[src/rtl/pdc_pkg.sv]
// Purpose: Shared constants and types for the PLL divider and output enable block.
// Assumes: 32-bit plain register port, 100 MHz core_clk.
// Notes: Offsets are byte addresses of word registers.
// Functional notes
// - Global output enable low forces the eight clock outputs off but leaves the tap output alone; high means normal operation.
// - Tap port enable one drives the tap output; zero (reset) keeps it disabled.
// - Each write of the feedback configuration word starts frequency calibration.
// - Feedback divider is 18-bit binary, codes 1..262143 valid, zero invalid, default 760.
// - Post-oscillator divider always in feedback; total division is their product.
// - Post-oscillator divider codes 2..8 divide by code, default 2; others invalid.
// - Pump gain code 0,1,2,3 gives 1x (default), 4x, 16x, 32x.
// - Per-output enable one runs output only with global enable and gate pin high.
package pdc_pkg;
    localparam int ADDR_W = 8;
    localparam int NUM_OUT = 8;
    localparam logic [ADDR_W-1:0] CTRL_OFS = 8'h00;
    localparam logic [ADDR_W-1:0] FBCFG_OFS = 8'h04;
    localparam logic [ADDR_W-1:0] STATUS_OFS = 8'h08;
    // Control word fields
    localparam int CTRL_GLOB_BIT = 0;
    localparam int CTRL_TAP_BIT = 1;
    localparam int CTRL_PER_LSB = 8;
    // Feedback configuration word fields
    localparam int FB_N_LSB = 0;
    localparam int FB_VCO_LSB = 18;
    localparam int FB_GAIN_LSB = 22;
    // Status word fields
    localparam int ST_BUSY_BIT = 0;
    localparam int ST_INVALID_BIT = 1;
    localparam int ST_GATE_BIT = 2;
    localparam int ST_CLKEN_LSB = 8;
    // Reset values, post-oscillator divider code limits and pump gain multipliers
    localparam logic GLOB_RST = 1'b1;
    localparam logic TAP_RST = 1'b0;
    localparam logic [7:0] PER_RST = 8'h00;
    localparam logic [17:0] N_RST = 18'h002F8;
    localparam logic [3:0] VCO_RST = 4'h2;
    localparam logic [1:0] GAIN_RST = 2'h0;
    localparam logic [3:0] VCO_MIN = 4'h2;
    localparam logic [3:0] VCO_MAX = 4'h8;
    localparam logic [5:0] GAIN_X1 = 6'h01;
    localparam logic [5:0] GAIN_X4 = 6'h04;
    localparam logic [5:0] GAIN_X16 = 6'h10;
    localparam logic [5:0] GAIN_X32 = 6'h20;
    // Calibration run length in core_clk cycles
    localparam logic [7:0] CAL_CYCLES = 8'h40;

    typedef enum logic [1:0] {
        CAL_IDLE = 2'b01,
        CAL_RUN = 2'b10
    } pdc_cal_type;
endpackage : pdc_pkg

[src/rtl/pdc_pin_sync.sv]
// Purpose: Three-stage synchroniser with agreement filter for an asynchronous pin.
// Assumes: Pin level is slow compared to core_clk.
// Notes: Level changes only once the second and third stages agree.
`timescale 1ns/1ps
module pdc_pin_sync
    import pdc_pkg::*;
(
    // Clock and reset
    input wire logic core_clk,
    input wire logic rst,
    // Pin and filtered level
    input wire logic pin_in,
    output logic level
);
    typedef struct packed {
        logic s1;
        logic s2;
        logic s3;
        logic lvl;
    } pdc_sync_type;

    pdc_sync_type st_q;
    pdc_sync_type st_d;

    always_comb begin
        st_d = st_q;
        st_d.s1 = pin_in;
        st_d.s2 = st_q.s1;
        st_d.s3 = st_q.s2;
        if (st_q.s2 == st_q.s3) begin
            st_d.lvl = st_q.s3;
        end
    end

    always_ff @(posedge core_clk or posedge rst) begin
        if (rst) begin
            st_q <= '{s1: 1'b0, s2: 1'b0, s3: 1'b0, lvl: 1'b0};
        end else begin
            st_q <= st_d;
        end
    end

    assign level = st_q.lvl;
endmodule : pdc_pin_sync

[src/rtl/pdc_cfg.sv]
// Purpose: Feedback divider, post-oscillator divider, pump gain and output enable configuration.
// Assumes: Gate pin is pulled high on the board when left unconnected.
// Notes: Invalid divider codes are stored and flagged, not corrected.
//
// The register offsets and the address-and-strobe port are this design's own decisions.
`timescale 1ns/1ps
module pdc_cfg
    import pdc_pkg::*;
(
    // Clock and reset
    input wire logic core_clk,
    input wire logic rst,
    // Register port
    input wire logic [ADDR_W-1:0] reg_addr,
    input wire logic [31:0] reg_wdata,
    input wire logic reg_wr,
    input wire logic reg_rd,
    output logic [31:0] reg_rdata,
    // Pins
    input wire logic output_gate_pin,
    output logic [NUM_OUT-1:0] clk_out_enable,
    output logic tap_out_enable,
    // PLL settings
    output logic [17:0] fb_divider,
    output logic [3:0] post_osc_divider,
    output logic [1:0] pump_gain_select,
    output logic [5:0] pump_gain_mult,
    output logic [21:0] fb_total_div,
    output logic cfg_invalid,
    // Calibration
    output logic cal_start,
    output logic cal_busy
);
    typedef struct packed {
        logic glob_en;
        logic tap_en;
        logic [NUM_OUT-1:0] per_en;
        logic [17:0] n_div;
        logic [3:0] vco_div;
        logic [1:0] gain;
        logic [NUM_OUT-1:0] clk_en;
        logic tap_out;
        logic [5:0] gain_mult;
        logic [21:0] fb_total;
        logic invalid;
        logic cal_start;
        pdc_cal_type cal_st;
        logic [7:0] cal_cnt;
        logic [31:0] rdata;
    } pdc_state_type;

    pdc_state_type st_q;
    pdc_state_type st_d;
    logic gate_lvl;

    function automatic logic [5:0] gain_mult_of(input logic [1:0] code);
        case (code)
            2'h0: gain_mult_of = GAIN_X1;
            2'h1: gain_mult_of = GAIN_X4;
            2'h2: gain_mult_of = GAIN_X16;
            default: gain_mult_of = GAIN_X32;
        endcase
    endfunction : gain_mult_of

    function automatic logic fb_bad(input logic [17:0] n, input logic [3:0] v);
        fb_bad = (n == 18'h00000) || (v < VCO_MIN) || (v > VCO_MAX);
    endfunction : fb_bad

    function automatic logic [21:0] fb_product(input logic [17:0] n, input logic [3:0] v);
        fb_product = 22'(n) * 22'(v);
    endfunction : fb_product

    pdc_pin_sync u_gate_sync (
        .core_clk(core_clk),
        .rst(rst),
        .pin_in(output_gate_pin),
        .level(gate_lvl)
    );

    logic wr_ctrl;
    logic wr_fb;
    assign wr_ctrl = reg_wr && (reg_addr == CTRL_OFS);
    assign wr_fb = reg_wr && (reg_addr == FBCFG_OFS);

    always_comb begin
        st_d = st_q;
        st_d.cal_start = 1'b0;
        st_d.rdata = 32'h00000000;
        if (wr_ctrl) begin
            st_d.glob_en = reg_wdata[CTRL_GLOB_BIT];
            st_d.tap_en = reg_wdata[CTRL_TAP_BIT];
            st_d.per_en = reg_wdata[CTRL_PER_LSB +: NUM_OUT];
        end
        if (wr_fb) begin
            st_d.n_div = reg_wdata[FB_N_LSB +: 18];
            st_d.vco_div = reg_wdata[FB_VCO_LSB +: 4];
            st_d.gain = reg_wdata[FB_GAIN_LSB +: 2];
        end
        // Calibration restarts on every write of the feedback word
        case (st_q.cal_st)
            CAL_IDLE: begin
                if (wr_fb) begin
                    st_d.cal_start = 1'b1;
                    st_d.cal_st = CAL_RUN;
                    st_d.cal_cnt = CAL_CYCLES;
                end
            end
            CAL_RUN: begin
                if (wr_fb) begin
                    st_d.cal_start = 1'b1;
                    st_d.cal_cnt = CAL_CYCLES;
                end else if (st_q.cal_cnt == 8'h01) begin
                    st_d.cal_st = CAL_IDLE;
                    st_d.cal_cnt = 8'h00;
                end else begin
                    st_d.cal_cnt = st_q.cal_cnt - 8'h01;
                end
            end
            default: begin
                st_d.cal_st = CAL_IDLE;
                st_d.cal_cnt = 8'h00;
            end
        endcase
        st_d.clk_en = st_d.per_en & {NUM_OUT{st_d.glob_en & gate_lvl}};
        st_d.tap_out = st_d.tap_en;
        st_d.gain_mult = gain_mult_of(st_d.gain);
        st_d.fb_total = fb_product(st_d.n_div, st_d.vco_div);
        st_d.invalid = fb_bad(st_d.n_div, st_d.vco_div);
        if (reg_rd) begin
            case (reg_addr)
                CTRL_OFS: begin
                    st_d.rdata[CTRL_GLOB_BIT] = st_q.glob_en;
                    st_d.rdata[CTRL_TAP_BIT] = st_q.tap_en;
                    st_d.rdata[CTRL_PER_LSB +: NUM_OUT] = st_q.per_en;
                end
                FBCFG_OFS: begin
                    st_d.rdata[FB_N_LSB +: 18] = st_q.n_div;
                    st_d.rdata[FB_VCO_LSB +: 4] = st_q.vco_div;
                    st_d.rdata[FB_GAIN_LSB +: 2] = st_q.gain;
                end
                STATUS_OFS: begin
                    st_d.rdata[ST_BUSY_BIT] = (st_q.cal_st == CAL_RUN);
                    st_d.rdata[ST_INVALID_BIT] = st_q.invalid;
                    st_d.rdata[ST_GATE_BIT] = gate_lvl;
                    st_d.rdata[ST_CLKEN_LSB +: NUM_OUT] = st_q.clk_en;
                end
                default: begin
                    st_d.rdata = 32'h00000000;
                end
            endcase
        end
    end

    always_ff @(posedge core_clk or posedge rst) begin
        if (rst) begin
            st_q <= '{glob_en: GLOB_RST, tap_en: TAP_RST, per_en: PER_RST,
                      n_div: N_RST, vco_div: VCO_RST, gain: GAIN_RST,
                      clk_en: 8'h00, tap_out: TAP_RST, gain_mult: GAIN_X1,
                      fb_total: 22'h0005F0, invalid: 1'b0, cal_start: 1'b0,
                      cal_st: CAL_IDLE, cal_cnt: 8'h00, rdata: 32'h00000000};
        end else begin
            st_q <= st_d;
        end
    end

    assign reg_rdata = st_q.rdata;
    assign clk_out_enable = st_q.clk_en;
    assign tap_out_enable = st_q.tap_out;
    assign fb_divider = st_q.n_div;
    assign post_osc_divider = st_q.vco_div;
    assign pump_gain_select = st_q.gain;
    assign pump_gain_mult = st_q.gain_mult;
    assign fb_total_div = st_q.fb_total;
    assign cfg_invalid = st_q.invalid;
    assign cal_start = st_q.cal_start;
    // Run bit of the one-hot code, so the output comes straight from a flop
    assign cal_busy = st_q.cal_st[1];

    a_global_off: assert property (@(posedge core_clk) disable iff (rst)
        wr_ctrl && !reg_wdata[CTRL_GLOB_BIT] |=> clk_out_enable == 8'h00)
        else $error("outputs not all off with global enable low");

    a_tap_follow: assert property (@(posedge core_clk) disable iff (rst)
        wr_ctrl |=> tap_out_enable == $past(reg_wdata[CTRL_TAP_BIT]))
        else $error("tap output enable does not follow written bit");

    a_cal_launch: assert property (@(posedge core_clk) disable iff (rst)
        wr_fb |=> cal_start && cal_busy)
        else $error("feedback word write did not start calibration");

    a_cal_quiet: assert property (@(posedge core_clk) disable iff (rst)
        !wr_fb |=> !cal_start)
        else $error("calibration started without feedback write");

    a_n_zero_bad: assert property (@(posedge core_clk) disable iff (rst)
        wr_fb && reg_wdata[FB_N_LSB +: 18] == 18'h00000 |=> cfg_invalid)
        else $error("zero feedback divider not flagged");

    a_total_div: assert property (@(posedge core_clk) disable iff (rst)
        fb_total_div == 22'(fb_divider) * 22'(post_osc_divider))
        else $error("total feedback division wrong");

    a_vco_range: assert property (@(posedge core_clk) disable iff (rst)
        wr_fb && reg_wdata[FB_N_LSB +: 18] != 18'h00000 && reg_wdata[FB_VCO_LSB +: 4] == 4'h9 |=> cfg_invalid)
        else $error("post divider code 9 not flagged");

    a_gain_map: assert property (@(posedge core_clk) disable iff (rst)
        pump_gain_select == 2'h2 |-> pump_gain_mult == 6'h10)
        else $error("pump gain code 2 not sixteen times");

    a_gate_mask: assert property (@(posedge core_clk) disable iff (rst)
        !gate_lvl |=> clk_out_enable == 8'h00)
        else $error("output enabled with gate pin low");

    a_per_mask: assert property (@(posedge core_clk) disable iff (rst)
        (clk_out_enable & ~st_q.per_en) == 8'h00)
        else $error("output enabled without its own enable");

    a_glob_normal: assert property (@(posedge core_clk) disable iff (rst)
        wr_ctrl && reg_wdata[CTRL_GLOB_BIT] && gate_lvl |=>
        clk_out_enable == $past(reg_wdata[CTRL_PER_LSB +: NUM_OUT]))
        else $error("outputs do not follow per-output enables");

    a_fb_store: assert property (@(posedge core_clk) disable iff (rst)
        wr_fb |=> fb_divider == $past(reg_wdata[FB_N_LSB +: 18]) &&
        post_osc_divider == $past(reg_wdata[FB_VCO_LSB +: 4]))
        else $error("feedback word fields not stored");

    a_reset_dflt: assert property (@(posedge core_clk) disable iff (rst)
        $past(rst) |-> fb_divider == 18'h002F8 && post_osc_divider == 4'h2 && !tap_out_enable && pump_gain_select == 2'h0)
        else $error("defaults not loaded at reset");
endmodule : pdc_cfg

[config.mk]
export PLATFORM = sky130hd
export DESIGN_NAME = pdc_cfg
export DESIGN_NICKNAME = d
export VERILOG_FILES = /design/src/rtl/pdc_pkg.sv /design/src/rtl/pdc_pin_sync.sv /design/src/rtl/pdc_cfg.sv
export SDC_FILE = /design/constraint.sdc
export NUM_CORES = 1
export LEC_CHECK = 0
export BUFFER_PORTS_ARGS = -buffer_cell sky130_fd_sc_hd__buf_2
export CAP_MARGIN = 20
export CORE_AREA = 2 2 129 131
export DETAILED_ROUTE_END_ITERATION = 10
export DIE_AREA = 0 0 131 133
export PLACE_DENSITY = 0.7
export SLEW_MARGIN = 20
export SYNTH_ARGS = -nofsm -noshare
export SYNTH_HDL_FRONTEND = slang
export SYNTH_SLANG_ARGS = --single-unit
[constraint.sdc]
create_clock -name core_clk -period 5.5 [get_ports core_clk]
set_clock_uncertainty 0.1 [all_clocks]
set_input_delay 1.65 -clock core_clk [delete_from_list [all_inputs] [get_ports core_clk]]
set_output_delay 1.65 -clock core_clk [all_outputs]
set_load 0.005 [all_outputs]
; ---- Word-level counts from Yosys, hierarchy flattened
; Index checks and enable logic that the tools add are counted.
[totals]
register_bits = 118
output_inout_bits = 96
word_cells = 60
in_bits = 45
[classes]
n_mux = 17
reduce_logical = 8
order_cmp = 2
n_eq_ne = 11
bitwise_logic = 2
multipliers = 1
addsub = 1
[ops]
columns = operator, n
row1 = 2-to-1 mux 24 bit, 2
row2 = 2-to-1 mux 8 bit, 3
row3 = case mux 8 bit (3 select lines), 1
row4 = multiplier 18 x 4 -> 22 bit, 1
row5 = case mux 10 bit (2 select lines), 1
row6 = zero test 18 bit, 1
row7 = case mux 6 bit (3 select lines), 1
row8 = 2-to-1 mux 11 bit, 1
row9 = 2-to-1 mux 10 bit, 1
row10 = bitwise AND 8 bit, 1
row11 = == test 8 x 1 -> 1 bit (second input constant), 1
row12 = == test 8 x 3 -> 1 bit (second input constant), 1
row13 = == test 8 x 4 -> 1 bit (second input constant), 1
row14 = zero test 8 bit, 1
row15 = subtractor 8 x 1 -> 8 bit (second input constant), 1
row16 = inequality test 2 bit (second input constant), 3
row17 = case mux 2 bit (3 select lines), 1
row18 = 2-to-1 mux 5 bit, 1
row19 = == test 2 x 1 -> 1 bit (second input constant), 2
row20 = == test 2 bit (second input constant), 2
row21 = greater-than comparator 4 bit (second input constant), 1
row22 = < comparator 4 x 2 -> 1 bit (second input constant), 1
row23 = 2-to-1 mux 2 bit, 2
row24 = case mux 1 bit (2 select lines), 2
row25 = other kinds (7), 9

; ---- Logic depth before layout (Yosys ltp)
[logic_depth]
depth_word = 6
depth_mapped = 19
depth_no_buf = 17

; ---- By module
; From an unflattened synthesis, not the netlist that was laid out.
[hier_totals]
hier_cells = 718
area_unflattened_um2 = 6977.9
[by_module_without_submodules]
columns = module, area_per_inst_um2, n_inst, seq_area_each_um2, cells_each
row1 = pdc_cfg, 6862.8, 1, 2622.5, 712
row2 = pdc_pin_sync, 115.1, 1, 100.1, 6

; ---- Least setup slack after synthesis
; No wires, ideal clock.
[synth_timing]
kind = input port to flip-flop
from = input port reg_addr[5]
to = register st_q (netlist bit fb_total_div[15])
setup_time_ps = 65
stages = 16
t_arrival_ps = 5625
setup_slack_ps = -290
cell_sequence = nor4_4 nand4_4 mux2i_4 clkbuf_1 nor2_1 fa_1 inv_1 fa_1 inv_1 ha_1 a21o_1 a221o_1 a21oi_1 a21boi_0 nor4b_1 a211o_1
[synth_rtl]
columns = item, line
row1 = "start, declared", pdc_cfg.sv:14  ; input wire logic [ADDR_W-1:0] reg_addr,
row2 = "end signal, assigned", pdc_cfg.sv:156  ; st_q <= '{glob_en: GLOB_RST, tap_en: TAP_RST, per_en: PER_RST,
row3 = "end signal, assigned", pdc_cfg.sv:162  ; st_q <= st_d;
row4 = "end, declared", pdc_cfg.sv:52  ; pdc_state_type st_q;

==> qor.yml <==
synth_area_leaders: "dfrtp_1 (33%), buf_4 (9.9%), fa_1 (9.0%)"
multiInputGateArea_um2: 3580
place_area_um2: 8140
end_kind: "register"
place_congestion: 0.883
postCtsHoldBufs: 0
required_ps: 5640
synth_top_area_share: 0.325
coreArea_um2: 16200
relSlewSlack: 0.479
fin_nets: 983
cellPowerDensity_nw_per_um2: 209
synth_edf_count: 0
wl_per_cell_um: 14.9
synth_xor_area_frac: 0.0186
synthMuxAreaShare: 0.0680
cts_tree: "done"
regArea_um2: 2720
first_global_vias: 5282
crit_arrival_ps: 5610
fmaxAchievable_mhz: 183
dpl.hpwl_um: 12500
synth_seq_area_share: 0.385
finalSetupTns_ps: 0
syn-cell-area_um2: 7080
seq_power_share: 0.486
dr.pass1.iters: 5
yosys_warnings: 0
cp-start-kind: "primary input"
antenna_found_initial: 4
period_share: 0.995
p_clk_frac: 0.372
start_util: 0.438
syn_inst: 741
io_buffers: 122
synth_top_family_by_area: "buffers and inverters"
swShare: 0.264
cp_max_fo: 4
clock_path_buffers: 2
clkLatencyLatePin_ps: 360
synth_simple_gate_area_share: 0.156
reg2regPathDepth: 14
async_flop_share: 1.00
syn_avg_cell_area_um2: 9.55
num_antenna_cells: 0
combPwrFrac: 0.143
min_delay_path_depth: 0
synth-adder-area-share: 0.145
overflow: 0
post-route-util: 0.537
route.vias.total: 5358
htree_levels: 3
synth_compound_area_frac: 0.0686
criticalPathCategory: "in -> reg"
rsz0062_at_grt: "true"
synth-main-ff-cell: "dfrtp_1"
vias_per_cell: 4.87
rows: 47
drc: 0
min_path_type: "reg -> reg"
area_growth_pct: 22.6
cts_buffers: 9
yosys_register_bits: 108
p_leak_uw: 0.00473
io_pins: 141
drt-initial-drc-count: 268
grt_use_total: 0.191
peakVddDrop_uv: 150
dieWidth_um: 131
tightest_slew_ps: 782
design_area_um2: 8680
synth.distinct_cells: 56
die-area_um2: 17400
fin_crit_ps: 5470
root_buffer: "clkbuf_16"
drt-total-wl_um: 16400
maxCapViolations: 0
yosys.area.top_type: "dfrtp_1"
die_h_um: 133
drive_gt1_frac: 0.370
internal_power_uw: 1330
dp_cells: 1074
clk_pin_slew_ps: 70
grt_max_degree: 89
grt_pass1_wl_um: 25900
hold_violations: 0
num-fill-cells: 1415
layout.cells.non_filler: 1101
p_sw_uw: 478
drv_slew: 0
setup_violations: 0
yosysMostFrequentCell: "nor2_1"
antenna_left: 0
status: "finished, final reports clean"
synth_commonest_cells: "nor2_1 (101), buf_4 (93), dfrtp_1 (92)"
cts_sinks: 108
==> sequential cells by signal, indices dropped and copies added, names as in the netlist, 2 cells and up <==
register,flops
fb_total_div,22
pump_gain_select,2
reg_rdata,24
u_gate_sync.st_d,2
pump_gain_mult,4
post_osc_divider,4
clk_out_enable,8
fb_divider,18
st_q,18
==> critical path, stage by stage <==
cell	delay (ps)
buf_6	90
nor4_4	340
nand4_4	170
buf_4	180
mux2i_4	220
buf_4	160
nor2_2	40
fa_1	570
inv_2	50
fa_1	560
inv_2	50
ha_4	210
nor2b_4	120
o31a_1	320
o211ai_1	230
nor3b_4	300
mux2i_1	230
nand3_1	100
==> area by class of cell <==
type / instances / area share
timing repair buffer: 222 / 0.165
clock inverter: 3 / 0.00505
clock buffer: 13 / 0.0300
inverter: 97 / 0.0425
multi-input combinational: 438 / 0.412
tap: 220 / 0.0317
sequential: 108 / 0.314
==> cells by family (layout without fill, tap and decap cells) <==
kind of cell / count (synthesis) / in the layout
adder cells (fa/ha/maj): 63 / 63
other: 1 / 10
flip-flops: 108 / 108
AO/OA/AOI/OAI: 77 / 77
multiplexers: 44 / 44
AND/OR/NAND/NOR: 229 / 229
XOR/XNOR: 15 / 15
buffers and inverters: 204 / 335
==> power by group through the flow <==
stage	Clock (uW)	Combinational, uW	Sequential [uW]
3_3_place_gp	0	245	892
2_1_floorplan	0	182	882
5_1_grt	729	291	885
6_report	673	258	880
4_1_cts	696	254	879
3_5_place_dp	0	252	894
==> metrics by stage <==
step                power (uW)  setup slack [ps]  hold slack, ps
floorplan                 1060             -8.24             231
global placement          1140              -405             233
CTS                       1830              12.9             253
detailed placement        1150              -454             236
global route              1900              -176             255
finish                    1810              27.3             251
==> routing by layer <==
layer / share of wire / track usage / routed length [um]
met1: 0.43 / 0.249 / 7020
met2: 0.47 / 0.305 / 7760
met4: 0.028 / 0.0721 / 466
met3: 0.068 / 0.0514 / 1110
met5: 0.0016 / 0 / 27
==> cell usage in the layout, fill, tap and decap left out, drive strengths merged, types with 12 or more instances in the layout <==
cell	Yosys	layout
ha	30	30
a21oi	25	25
buf	97	221
nand2	43	43
nor4	12	12
nor2	102	102
dfstp	16	16
and3	15	15
clkbuf	10	14
mux2i	34	34
and2	15	15
fa	32	32
dfrtp	92	92
inv	97	98
o21ai	16	16
==> what timing repair did <==
action | in CTS | in global routing
hold endpoints to repair | 0 | 0
setup endpoints to repair | 4 | 11
gates cloned | 0 | 1
pin swaps | 4 | 15
setup buffers | 2 | 8
resized for setup | 5 | 27
==> worst paths after layout <==
kind,start,to,slack [ps]
hold reg to reg,u_gate_sync.st_d[2],u_gate_sync.st_d[1],250
min in group asynchronous,rst,reg_rdata[17],1360
setup / recovery,reg_addr[6],fb_total_div[18],30
max in group asynchronous,rst,st_q[114],3110
setup reg to reg,post_osc_divider[3],fb_total_div[18],1710
hold / removal,u_gate_sync.st_d[2],u_gate_sync.st_d[1],250
Power figures use the tool's default switching activity.
